<file path="config.mk">
export PLATFORM = sky130hd
export DESIGN_NAME = four_mode_serial_port
export DESIGN_NICKNAME = d
export VERILOG_FILES = /design/src/include/serial_port_pkg.sv /design/src/rtl/four_mode_serial_port.sv
export VERILOG_INCLUDE_DIRS = /design/src /design/src/include
export SDC_FILE = /design/constraint.sdc
export NUM_CORES = 1
export LEC_CHECK = 0
export BUFFER_PORTS_ARGS = -buffer_cell sky130_fd_sc_hd__buf_2
export CAP_MARGIN = 20
export CELL_PAD_IN_SITES_DETAIL_PLACEMENT = 1
export CELL_PAD_IN_SITES_GLOBAL_PLACEMENT = 2
export CORE_MARGIN = 4
export CORE_UTILIZATION = 36
export DETAILED_ROUTE_END_ITERATION = 10
export PLACE_DENSITY = 0.92
export SYNTH_ARGS = -nofsm -noshare
export SYNTH_HDL_FRONTEND = slang
export SYNTH_SLANG_ARGS = --single-unit
</file>
<file path="constraint.sdc">
create_clock -name hclk -period 6.35 [get_ports hclk]
set_input_delay 0.635 -clock hclk [delete_from_list [all_inputs] [get_ports hclk]]
set_output_delay 0.635 -clock hclk [all_outputs]
set_load 0.05 [all_outputs]
</file>
<file path="src/include/serial_port_consts.svh">
// offsets, field positions, reset values and timing counts of the four-mode serial port
`ifndef SERIAL_PORT_CONSTS_SVH
`define SERIAL_PORT_CONSTS_SVH
// register indices; byte address is four times the index
`define IDX_POWER_CONTROL 8'h87
`define IDX_SERIAL_CONTROL 8'h98
`define IDX_SERIAL_BUFFER 8'h99
`define IDX_INTERRUPT_ENABLE 8'hA8
`define IDX_INTERRUPT_PRIORITY 8'hB8
// reset values and writable masks
`define RESET_BYTE 8'h00
`define POWER_CONTROL_MASK 8'hD0
`define PRIORITY_MASK 8'h3F
// serial_control fields
`define SC_RX_DONE 0
`define SC_TX_DONE 1
`define SC_RX_NINTH 2
`define SC_TX_NINTH 3
`define SC_RX_ENABLE 4
`define SC_MP_ENABLE 5
`define SC_MODE_LOW 6
`define SC_MODE_HIGH 7
// other fields
`define PC_BAUD_DOUBLE 7
`define IE_SERIAL 4
`define IP_SERIAL 4
// timing: clock 100 MHz
`define CLK_PERIOD_NS 10
`define MODE0_DIVIDE 12
`define MODE2_SLOW_DIVIDE 64
`define MODE2_FAST_DIVIDE 32
`define SUBTICKS_PER_BIT 16
`define SAMPLE_SUBTICK 4'h7
`define MODE0_BITS 4'h8
`define MODE1_LAST_BIT 4'h9
`define MODE9_LAST_BIT 4'hA
`endif

</file>
<file path="src/include/serial_port_pkg.sv">
// types shared by the four-mode serial port
package serial_port_pkg;
   typedef enum logic [1:0] {
      MODE_SHIFT = 2'b00,
      MODE_UART8 = 2'b01,
      MODE_UART9_FIXED = 2'b10,
      MODE_UART9_VAR = 2'b11
   } mode_t;
   typedef enum logic [1:0] {TX_IDLE = 2'b00, TX_SHIFT = 2'b01} tx_state_t;
   typedef enum logic [1:0] {RX_IDLE = 2'b00, RX_SHIFT = 2'b01} rx_state_t;
   typedef struct packed {
      logic timer1_ovf;
      logic timer2_ovf;
      logic rx_timer_select;
      logic tx_timer_select;
   } baud_src_t;
   typedef struct packed {
      logic request;
      logic priority_high;
   } irq_out_t;
   typedef struct packed {
      logic [7:0] serial_control;
      logic [7:0] power_control;
      logic es;
      logic [5:0] ip;
      tx_state_t tx_st;
      logic [10:0] tx_shift;
      logic [3:0] tx_cnt;
      logic [3:0] tx_sub;
      rx_state_t rx_st;
      logic [8:0] rx_shift;
      logic [3:0] rx_cnt;
      logic [3:0] rx_sub;
      logic rx_prev;
      logic [7:0] rx_hold;
      logic [3:0] m0_div;
      logic [1:0] fix_div;
      logic t1_pre;
      logic txd;
      logic rxd_out;
      logic ap_valid;
      logic ap_write;
      logic ap_map;
      logic [7:0] ap_index;
      logic rd_wait;
      logic [31:0] hrdata;
   } port_state_t;
endpackage

</file>
<file path="src/rtl/four_mode_serial_port.sv">
// four-mode serial port with an ahb-lite register slave
// Behaviour
// - transmitter and receiver run independently in modes 1-3; mode 0 reception waits for an idle transmitter
// - receiver assembles while holding byte unread in modes 1-3
// - buffer write sends, buffer read returns received
// - two mode bits select one of four modes
// - mode 0 shifts at clock over twelve
// - mode 0: txd is clock, lsb first
// - mode 0 receive starts: flag clear, enabled
// - mode 2: clock/64, or /32 when doubled
// - modes 1,3: timer overflow pulses set rate
// - receive enable gates all reception
// - modes 2,3 send tx ninth bit
// - rx ninth bit: ninth bit or stop
// - ninth bit one marks address bytes
// - multiprocessor filter drops frames with ninth zero
// - tx done flag set at frame end
// - rx done flag set at frame end
// - enabled flags form one interrupt request
// - software flag writes act like hardware
// - priority bit marks interrupt high or low
// - mode 1 frame: start, eight data, stop
// - modes 2,3 frame adds ninth bit
// - timer selects pick second timer per direction
// - first timer overflow divided 32 or 16
`timescale 1ns/1ps
`default_nettype none
`include "serial_port_consts.svh"
module four_mode_serial_port (
   // clock, reset, freeze
   input wire logic hclk,
   input wire logic hresetn,
   input wire logic clk_enable,
   // ahb-lite slave
   input wire logic hsel,
   input wire logic [31:0] haddr,
   input wire logic [1:0] htrans,
   input wire logic hwrite,
   input wire logic [2:0] hsize,
   input wire logic [31:0] hwdata,
   input wire logic hready,
   output logic hreadyout,
   output logic hresp,
   output logic [31:0] hrdata,
   // baud sources from the timers
   input wire serial_port_pkg::baud_src_t baud_src,
   // serial pins
   output logic txd,
   input wire logic rxd_in,
   output logic rxd_out,
   output logic rxd_oe,
   // interrupt request
   output serial_port_pkg::irq_out_t irq
);
   import serial_port_pkg::*;

   localparam logic [3:0] M0_LAST = 4'(`MODE0_DIVIDE - 1);
   localparam logic [3:0] M0_HALF = 4'(`MODE0_DIVIDE / 2);
   localparam logic [1:0] FIX_SLOW_LAST = 2'(`MODE2_SLOW_DIVIDE / `SUBTICKS_PER_BIT - 1);
   localparam logic [1:0] FIX_FAST_LAST = 2'(`MODE2_FAST_DIVIDE / `SUBTICKS_PER_BIT - 1);
   localparam logic [3:0] SUB_LAST = 4'(`SUBTICKS_PER_BIT - 1);
   localparam port_state_t STATE_RESET = '{tx_st: TX_IDLE, rx_st: RX_IDLE, txd: 1'b1, rxd_out: 1'b1,
      rx_prev: 1'b1, default: '0};

   port_state_t st;
   port_state_t next_st;
   mode_t mode;
   logic dbl;
   logic fix_hit;
   logic m0_tick;
   logic tx_tick;
   logic rx_tick;
   logic accept;
   logic wr;
   logic wr_serial_control;
   logic serial_buffer_wr;
   logic [7:0] wd;
   logic [7:0] rd_byte;
   logic set_ti;
   logic set_ri;
   logic rx_finish;
   logic rx_accept;
   logic [8:0] rx_next_shift;
   logic [3:0] rx_last;
   logic [3:0] tx_last;

   // one subtick of an asynchronous bit; mode 2 uses the fixed divider
   function automatic logic async_tick(input mode_t m, input logic fix, input logic sel, input logic pre,
      input logic dbl_in, input baud_src_t b);
      logic ovf;
      ovf = sel ? b.timer2_ovf : b.timer1_ovf;
      if (m == MODE_UART9_FIXED) begin
         async_tick = fix;
      end else if (sel) begin
         async_tick = ovf;
      end else begin
         async_tick = ovf && (dbl_in || pre);
      end
   endfunction

   assign mode = mode_t'(st.serial_control[`SC_MODE_HIGH:`SC_MODE_LOW]);
   assign dbl = st.power_control[`PC_BAUD_DOUBLE];
   assign fix_hit = st.fix_div == (dbl ? FIX_FAST_LAST : FIX_SLOW_LAST);
   assign m0_tick = st.m0_div == M0_LAST;
   // each direction has its own source select, so rates may differ
   assign tx_tick = async_tick(mode, fix_hit, baud_src.tx_timer_select, st.t1_pre, dbl, baud_src);
   assign rx_tick = async_tick(mode, fix_hit, baud_src.rx_timer_select, st.t1_pre, dbl, baud_src);
   assign tx_last = (mode == MODE_UART8) ? `MODE1_LAST_BIT : `MODE9_LAST_BIT;
   assign rx_last = tx_last;
   assign accept = hsel && htrans[1] && hready;
   assign wr = st.ap_valid && st.ap_write && st.ap_map;
   assign wd = hwdata[7:0];
   assign wr_serial_control = wr && (st.ap_index == `IDX_SERIAL_CONTROL);
   assign serial_buffer_wr = wr && (st.ap_index == `IDX_SERIAL_BUFFER);

   always_comb begin
      next_st = st;
      set_ti = 1'b0;
      set_ri = 1'b0;
      rx_finish = 1'b0;
      rx_accept = 1'b0;
      rx_next_shift = st.rx_shift;
      rd_byte = `RESET_BYTE;

      // read mux; reserved and unmapped bits read as zero
      if (!st.ap_map) begin
         rd_byte = `RESET_BYTE;
      end else if (st.ap_index == `IDX_SERIAL_CONTROL) begin
         rd_byte = st.serial_control;
      end else if (st.ap_index == `IDX_SERIAL_BUFFER) begin
         rd_byte = st.rx_hold;
      end else if (st.ap_index == `IDX_POWER_CONTROL) begin
         rd_byte = st.power_control;
      end else if (st.ap_index == `IDX_INTERRUPT_ENABLE) begin
         rd_byte = {3'h0, st.es, 4'h0};
      end else if (st.ap_index == `IDX_INTERRUPT_PRIORITY) begin
         rd_byte = {2'h0, st.ip};
      end

      // bus phases: reads take one wait state so that hrdata comes from a flop
      if (st.rd_wait) begin
         next_st.rd_wait = 1'b0;
         next_st.hrdata = {24'h0, rd_byte};
      end else begin
         next_st.ap_valid = accept;
         next_st.ap_write = hwrite;
         next_st.ap_map = (haddr[31:10] == 22'h0) && (haddr[1:0] == 2'h0);
         next_st.ap_index = haddr[9:2];
         next_st.rd_wait = accept && !hwrite;
      end

      // register writes
      if (wr) begin
         if (st.ap_index == `IDX_SERIAL_CONTROL) begin
            next_st.serial_control = wd;
         end else if (st.ap_index == `IDX_POWER_CONTROL) begin
            next_st.power_control = wd & `POWER_CONTROL_MASK;
         end else if (st.ap_index == `IDX_INTERRUPT_ENABLE) begin
            next_st.es = wd[`IE_SERIAL];
         end else if (st.ap_index == `IDX_INTERRUPT_PRIORITY) begin
            next_st.ip = wd[5:0] & 6'(`PRIORITY_MASK);
         end
      end

      // free-running dividers
      next_st.m0_div = m0_tick ? 4'h0 : st.m0_div + 4'h1;
      next_st.fix_div = fix_hit ? 2'h0 : st.fix_div + 2'h1;
      next_st.t1_pre = st.t1_pre ^ baud_src.timer1_ovf;

      // transmitter, independent of the receiver
      case (st.tx_st)
         TX_IDLE: begin
            next_st.tx_st = TX_IDLE;
         end
         TX_SHIFT: begin
            if (mode == MODE_SHIFT) begin
               next_st.txd = st.m0_div >= M0_HALF;
               if (m0_tick) begin
                  if (st.tx_cnt == `MODE0_BITS - 4'h1) begin
                     next_st.tx_st = TX_IDLE;
                     next_st.txd = 1'b1;
                     set_ti = 1'b1;
                  end else begin
                     next_st.tx_shift = {1'b1, st.tx_shift[10:1]};
                     next_st.rxd_out = st.tx_shift[1];
                     next_st.tx_cnt = st.tx_cnt + 4'h1;
                  end
               end
            end else if (tx_tick) begin
               next_st.tx_sub = st.tx_sub + 4'h1;
               if (st.tx_sub == SUB_LAST) begin
                  if (st.tx_cnt == tx_last) begin
                     next_st.tx_st = TX_IDLE;
                     next_st.txd = 1'b1;
                     set_ti = 1'b1;
                  end else begin
                     next_st.tx_shift = {1'b1, st.tx_shift[10:1]};
                     next_st.txd = st.tx_shift[1];
                     next_st.tx_cnt = st.tx_cnt + 4'h1;
                  end
               end
            end
         end
         default: begin
            next_st.tx_st = TX_IDLE;
         end
      endcase

      // a buffer write starts a frame, restarting one in flight
      if (serial_buffer_wr) begin
         next_st.tx_st = TX_SHIFT;
         next_st.tx_cnt = 4'h0;
         next_st.tx_sub = 4'h0;
         if (mode == MODE_SHIFT) begin
            next_st.tx_shift = {3'h7, wd};
            next_st.rxd_out = wd[0];
            // restart the shift clock so bit 0 always sees a full period with a rising edge
            next_st.m0_div = 4'h0;
         end else begin
            next_st.tx_shift = {1'b1, (mode == MODE_UART8) ? 1'b1 : st.serial_control[`SC_TX_NINTH], wd, 1'b0};
            next_st.txd = 1'b0;
         end
      end

      // receiver
      next_st.rx_prev = rxd_in;
      case (st.rx_st)
         RX_IDLE: begin
            if (mode == MODE_SHIFT) begin
               // txd carries the clock, so a send must not overlap a receive
               if (st.serial_control[`SC_RX_ENABLE] && !st.serial_control[`SC_RX_DONE] && st.tx_st == TX_IDLE && !serial_buffer_wr) begin
                  next_st.rx_st = RX_SHIFT;
                  next_st.rx_cnt = 4'h0;
                  next_st.rx_shift = 9'h0;
                  // same phase restart as a send, so the first bit is not cut short
                  next_st.m0_div = 4'h0;
               end
            end else if (st.serial_control[`SC_RX_ENABLE] && st.rx_prev && !rxd_in) begin
               next_st.rx_st = RX_SHIFT;
               next_st.rx_cnt = 4'h0;
               next_st.rx_sub = 4'h0;
            end
         end
         RX_SHIFT: begin
            if (!st.serial_control[`SC_RX_ENABLE]) begin
               next_st.rx_st = RX_IDLE;
               // only the shift-mode clock belongs to the receiver; an async send keeps its line
               if (mode == MODE_SHIFT) begin
                  next_st.txd = 1'b1;
               end
            end else if (mode == MODE_SHIFT) begin
               next_st.txd = st.m0_div >= M0_HALF;
               if (m0_tick) begin
                  rx_next_shift = {rxd_in, st.rx_shift[8:1]};
                  next_st.rx_shift = rx_next_shift;
                  next_st.rx_cnt = st.rx_cnt + 4'h1;
                  if (st.rx_cnt == `MODE0_BITS - 4'h1) begin
                     next_st.rx_st = RX_IDLE;
                     next_st.txd = 1'b1;
                     next_st.rx_hold = rx_next_shift[8:1];
                     set_ri = 1'b1;
                  end
               end
            end else if (rx_tick) begin
               next_st.rx_sub = st.rx_sub + 4'h1;
               if (st.rx_sub == `SAMPLE_SUBTICK) begin
                  if (st.rx_cnt == 4'h0) begin
                     // a start bit high at its centre was a glitch
                     if (rxd_in) begin
                        next_st.rx_st = RX_IDLE;
                     end else begin
                        next_st.rx_cnt = 4'h1;
                     end
                  end else begin
                     if (st.rx_cnt <= 4'h9) begin
                        rx_next_shift = {rxd_in, st.rx_shift[8:1]};
                     end
                     next_st.rx_shift = rx_next_shift;
                     next_st.rx_cnt = st.rx_cnt + 4'h1;
                     if (st.rx_cnt == rx_last) begin
                        rx_finish = 1'b1;
                        next_st.rx_st = RX_IDLE;
                        // unread byte is kept; a frame ending over it is dropped
                        rx_accept = !st.serial_control[`SC_RX_DONE] &&
                           (!st.serial_control[`SC_MP_ENABLE] || rx_next_shift[8]);
                        if (rx_accept) begin
                           next_st.rx_hold = rx_next_shift[7:0];
                           next_st.serial_control[`SC_RX_NINTH] = rx_next_shift[8];
                           set_ri = 1'b1;
                        end
                     end
                  end
               end
            end
         end
         default: begin
            next_st.rx_st = RX_IDLE;
         end
      endcase

      // hardware set wins over a software clear in the same cycle
      next_st.serial_control[`SC_TX_DONE] = next_st.serial_control[`SC_TX_DONE] | set_ti;
      next_st.serial_control[`SC_RX_DONE] = next_st.serial_control[`SC_RX_DONE] | set_ri;
   end

   always_ff @(posedge hclk or negedge hresetn) begin
      if (!hresetn) begin
         st <= STATE_RESET;
      end else if (clk_enable) begin
         st <= next_st;
      end
   end

   assign hreadyout = !st.rd_wait;
   assign hresp = 1'b0;
   assign hrdata = st.hrdata;
   assign txd = st.txd;
   assign rxd_out = st.rxd_out;
   assign rxd_oe = (st.tx_st == TX_SHIFT) && (mode == MODE_SHIFT);
   assign irq.request = (st.serial_control[`SC_TX_DONE] | st.serial_control[`SC_RX_DONE]) & st.es;
   assign irq.priority_high = st.ip[`IP_SERIAL];
endmodule
`default_nettype wire

</file>
## Word-level counts from Yosys, hierarchy flattened

Index checks and enable logic that the tools add are counted.

| operators by class | value |
|---|---|
| $add $sub $neg | 6 |
| magnitude comparators | 2 |
| equality and inequality tests | 49 |
| mux-type cells | 125 |
| bitwise logic cells | 9 |
| reduce and logical (&&, ||, !) cells | 53 |

Operator list:

| cell | count |
|---|---|
| $mux W8 | 14 |
| $mux W15 | 7 |
| $mux W9 | 9 |
| $mux W17 | 4 |
| $mux W1 | 49 |
| $mux W4 | 12 |
| $mux W21 | 2 |
| $eq A8 B8 Y1 const B | 5 |
| $ne A4 B4 Y1 const B | 10 |
| $mux W19 | 2 |
| $pmux W17 S2 | 1 |
| $mux W2 | 16 |
| $reduce_and A9 Y1 | 3 |
| $mux W6 | 4 |
| $ne A3 B3 Y1 const B | 8 |
| $logic_not A22 Y1 | 1 |
| $add A4 B1 Y4 const B | 5 |
| $ne A2 B2 Y1 const B | 10 |
| $mux W18 | 1 |
| $logic_and A1 B1 Y1 | 16 |
| $reduce_and A7 Y1 | 2 |
| $reduce_bool A2 Y1 | 7 |
| $eq A4 B3 Y1 const B | 3 |
| $reduce_and A6 Y1 | 2 |
| 29 further kinds | 51 |

| storage, ports and cells | value |
|---|---|
| register bits | 96 |
| input port bits | 80 |
| output and inout bits | 39 |
| logic and storage cells | 270 |

## Longest topological paths before layout

| logic depth | value |
|---|---|
| depth after elaboration | 19 |
| gate-level depth with buffers | 9 |
| depth with buffers taken out | 8 |

## Worst setup path after synthesis

Ideal clock, no wire load.

| timing | value |
|---|---|
| kind | reg2reg |
| start point | register st[66] (netlist bit) |
| end point | register st[53] (netlist bit) |
| setup time | 0.125 ns |
| data arrival time | 2.358 ns |
| required time | 6.225 ns |
| slack | 3.868 ns |
| stages on the path, launching flop included | 8 |
| buffers on the path | 0 |
| period minus slack after synthesis | 2.482 ns |
| cells stage by stage | dfrtp_1 ha_1 inv_1 or4_4 o21ai_0 or4b_1 nor3_4 mux2_2 |

| on the way | value |
|---|---|
| longest elaborated chain between the ends | 14 |
| elaborated cells between the ends (all ways) | 24 |
| classes of those cells | order compare (1); eq/ne (4); mux (13); reduce/logical (6) |

RTL lines:

| what | line | text |
|---|---|---|
| start: declaration | four_mode_serial_port.sv:65 | `port_state_t st;` |
| start signal: assignment | four_mode_serial_port.sv:310 | `st <= next_st;` |
| $le A4 B4 Y1 | four_mode_serial_port.sv:275 | `if (st.rx_cnt <= 4'h9) begin` |
| $mux W9 | four_mode_serial_port.sv:275 |  |
| $mux W9 | four_mode_serial_port.sv:267 | `if (st.rx_cnt == 4'h0) begin` |
| $mux W9 | four_mode_serial_port.sv:266 | `` if (st.rx_sub == `SAMPLE_SUBTICK) begin `` |
| $mux W9 | four_mode_serial_port.sv:264 | `end else if (rx_tick) begin` |
| $mux W9 | four_mode_serial_port.sv:251 | `end else if (mode == MODE_SHIFT) begin` |
| $mux W9 | four_mode_serial_port.sv:245 | `` if (!st.serial_control[`SC_RX_ENABLE]) begin `` |
| $mux W9 | four_mode_serial_port.sv:227 | `case (st.rx_st)` |
| $mux W8 | four_mode_serial_port.sv:286 | `if (rx_accept) begin` |
| $mux W8 | four_mode_serial_port.sv:280 | `if (st.rx_cnt == rx_last) begin` |
| $mux W8 | four_mode_serial_port.sv:267 |  |
| $mux W8 | four_mode_serial_port.sv:266 |  |
| $mux W8 | four_mode_serial_port.sv:264 |  |
| $mux W8 | four_mode_serial_port.sv:251 |  |

Several ways; a longest one is shown, not always the timed one. The select of a mux whose other input is x is not followed.
A chain may end at the register's enable or synchronous reset.

## Worst setup path after layout

| timing | value |
|---|---|
| start point | input clk_enable |
| end point | register st[77] (netlist bit) |

| on the way | value |
|---|---|
| longest elaborated chain between the ends | 1 |

RTL lines:

| what | line | text |
|---|---|---|
| start: declaration | four_mode_serial_port.sv:33 | `input wire logic clk_enable,` |
| $reduce_and A9 Y1 (no line) | -- |  |

No other way between the ends.

==> impl_metrics.csv <==
group,metric,value,unit
yosys,synth-edff-count,0,
timing,worstMarginPinSlew,859,ps
critical_path,worst_reg_to_reg_path_cell_count,5,
grt,first_pass_grt_wire_length,24000,um
die,die_height,130,um
drt,drtAntennaViolNets,0,
clock_network,cts_hold_buffers,0,
timing,timing_hold_violations_final,0,
die,floorplan.rows,44,
critical_path,worstPathRequired,6590,ps
grt,global_route.peak_usage_layer,"met2",
yosys,dominantRegCellSynth,"dfrtp_1",
timing,skew,9.57,ps
placed_design,hpwlAfterDp,10700,um
status,status,"finished, final reports clean",
cells_and_area,sequential_cell_area,0.00233,mm^2
timing,fin_tns_setup,0,ps
clock_network,cts_tree,"done",
clock_network,tritoncts.num_buffers,9,
placed_design,io_buffer_count,65,
critical_path,setup.reg_to_reg.worst_slack,3570,ps
timing,setup_repair_after_global_routing_missed_its_margin,"no",
hold_path,hp-class,"input pin to async pin",
yosys,synthesis.yosys.warnings,0,
clock_network,clk_latency,360,ps
timing,report.final.slew_viol_count,0,
critical_path,timing.rr.end,"dbl$_DFFE_PN0P_",
die,die_w,130,um
cells_and_area,multiInputGateArea,0.00273,mm^2
timing,number_of_endpoints_failing_setup_at_the_final_stage,0,
clock_network,cts.repair_timing.setup_buffer_count,0,
power_and_ir_drop,ir_drop,0.140,mV
critical_path,r2r_start,"st[38]$_DFFE_PN0P_",
drt,post_drt_via_cell_ratio,5.54,
critical_path,cpPeakStageDelay,580,ps
drt,drc_errors,0,
clock_network,ctsLongestPathBuffers,2,
drt,avgRoutedWirePerCell,18.0,um
critical_path,cp-end-kind,"flip-flop",
grt,gr-usage-met1,0.231,
grt,grt_pass1_vias,4737,
yosys,postSynth.asyncResetShare,1.00,
clock_network,cts_htree_levels,3,
power_and_ir_drop,pwr_density_cell,240,mW/mm^2
critical_path,critical_path_fanouts_max,30,
placed_design,place.gp.congestion,0.855,
yosys,area_of_the_mapped_netlist,0.00537,mm^2
critical_path,critical_path_class,"input pin to flip-flop",
job,max-cap-violations,0,
yosys,seq_area_frac_synth,0.434,
timing,timing.hold.ws,191,ps
yosys,syn_inst,575,
die,initial_util,0.368,
cells_and_area,drive_above_1_share,0.189,
clock_network,cts-root-buf,"clkbuf_16",
grt,grt.total_usage,0.179,
grt,met3_usage,0.0233,
clock_network,cts-resized-gates,0,
cells_and_area,antenna_cells,0,
grt,global_route.usage.met2,0.303,
cells_and_area,nets,712,
drt,dr_total_vias,4499,
die,die_area,0.0169,mm^2
die,io-pin-count,119,
power_and_ir_drop,power_leakage,2.89,nW
clock_network,clkSlewWorstSetupHoldPaths,60,ps
critical_path,critical-path-slowest-cell,"nor3_2",
drt,detail_route.wirelength,14600,um
critical_path,worstPathArrival,3300,ps
critical_path,setup.worst_path.start_class,"input pin",
yosys,ys_ff_latch,93,
cells_and_area,flow.area_growth_from_synthesis,11.8,%
yosys,post_synth.cell_area_avg,9.34,um^2
drt,drtIter0Drc,227,
critical_path,path_cells,"buf_2, inv_1, a21oi_1, nand2_1, nor3_2, a41oi_1, a22o_1",
die,core_area,0.0146,mm^2
cells_and_area,fin_util,0.411,
cells_and_area,final.fill_count,1697,
timing,slew_headroom,0.427,
grt,grt_start_max_net_pins,67,
timing,clock.fmax,326,MHz
yosys,synthDistinctLibCells,63,
clock_network,clock_sinks,93,
drt,drt_first_pass_iters,4,
grt,antenna_found_initial,0,
timing,final_period_minus_worst_setup_slack,3060,ps
timing,post-route-period-util,0.482,
grt,total_grt_overflow,0,
-- flip-flops by register name, summed over array words and instances, names as in the netlist --
signal	flops
irq	1
txd	1
hrdata	8
st	79
rxd_out	1
dbl	1
mode	2
-- worst max path at each step --
stage,start,end,cells past startpoint
after floorplan,st[66]$_DFFE_PN0P_,st[53]$_DFFE_PN0P_,7
after CTS,clk_enable,st[77]$_DFFE_PN0P_,7
after global placement,clk_enable,st[72]$_DFFE_PN0P_,7
final,clk_enable,st[77]$_DFFE_PN0P_,7
after detailed placement,clk_enable,st[77]$_DFFE_PN0P_,7
after global routing,clk_enable,st[78]$_DFFE_PN0P_,7
-- cells by family (layout without fill, tap and decap cells) --
| family | Yosys count | in the layout | synth area share |
|---|---|---|---|
| mux | 51 | 51 | 0.100 |
| buf+inv | 73 | 102 | 0.0750 |
| compound gates | 127 | 127 | 0.161 |
| fa+ha+maj | 9 | 9 | 0.0210 |
| flops | 93 | 93 | 0.434 |
| xor+xnor | 4 | 4 | 0.00653 |
| other cells | 1 | 25 | 0.000698 |
| simple gates | 217 | 217 | 0.201 |
-- worst max-delay path, delay by kind of cell --
family | cells | cell delay, ps
AOI/OAI and AO/OA | 3 | 980
buffers and inverters | 2 | 980
and+or+nand+nor | 2 | 690
-- report_power, final --
group	total, mW	internal [mW]	switching (mW)
logic	0.213	0.0757	0.137
registers	0.682	0.633	0.0492
clock network	0.545	0.306	0.239
-- stage by stage --
stage / power (mW) / cell area [um^2] / worst slack [ps] / instances
after global routing: 1.51 / 6000 / 3040 / 812
after detailed placement: 0.904 / 5710 / 2920 / 796
after floorplan: 0.841 / 5460 / 3870 / 599
after CTS: 1.45 / 6000 / 3300 / 812
final: 1.44 / 6000 / 3290 / 812
after global placement: 0.886 / 5710 / 3040 / 796
-- area by class of cell --
| cell class | count | area share |
|---|---|---|
| multi-input cells | 433 | 0.454 |
| flip-flops and latches | 93 | 0.388 |
| repair buffers | 69 | 0.0596 |
| clock buffers | 11 | 0.0388 |
| well taps | 184 | 0.0384 |
| inverters | 17 | 0.0106 |
| clock inverters | 5 | 0.00980 |
-- cell usage after synthesis (all sizes together) (6+ instances only) --
cell type	instances	area, um^2
mux2	23	259
a211oi	11	82.6
inv	16	60.1
o21ai	44	220
nor2	30	113
dfrtp	90	2250
nor4	11	68.8
a21oi	10	50.1
mux2i	28	280
a21o	10	75.1
or3	8	50.1
nor3	15	91.3
clkbuf	19	71.3
a22o	17	149
nand2b	7	43.8
nand3b	6	45.0
ha	9	113
buf	37	268
nand3	18	90.1
nand2	89	334
and3	7	43.8
-- routing by layer --
| layer | routed length (um) | vias to the layer above |
|---|---|---|
| met2 | 7220 | 102 |
| met4 | 270 | 0 |
| met5 | 0 | - |
| li1 | - | 2118 |
| met1 | 6560 | 2260 |
| met3 | 554 | 19 |
-- cells in the final DEF (no fill, tap or decap), types with 6 or more instances in the layout --
cell type | netlist | routed
a211oi_1 | 11 | 11
a21o_1 | 10 | 10
a21oi_1 | 10 | 10
a22o_1 | 17 | 17
and3_1 | 7 | 7
buf_2 | 1 | 64
clkbuf_16 | 0 | 9
conb_1 | 1 | 25
dfrtp_1 | 90 | 90
ha_1 | 9 | 9
inv_1 | 16 | 16
mux2_2 | 23 | 23
mux2i_1 | 28 | 28
nand2_1 | 89 | 89
nand2b_1 | 7 | 7
nand3_1 | 18 | 18
nand3b_1 | 6 | 6
nor2_1 | 30 | 29
nor3_1 | 13 | 13
nor4_1 | 11 | 11
o21ai_0 | 44 | 44
or3_1 | 8 | 8
No activity file was read; power rests on OpenSTA's default activity.
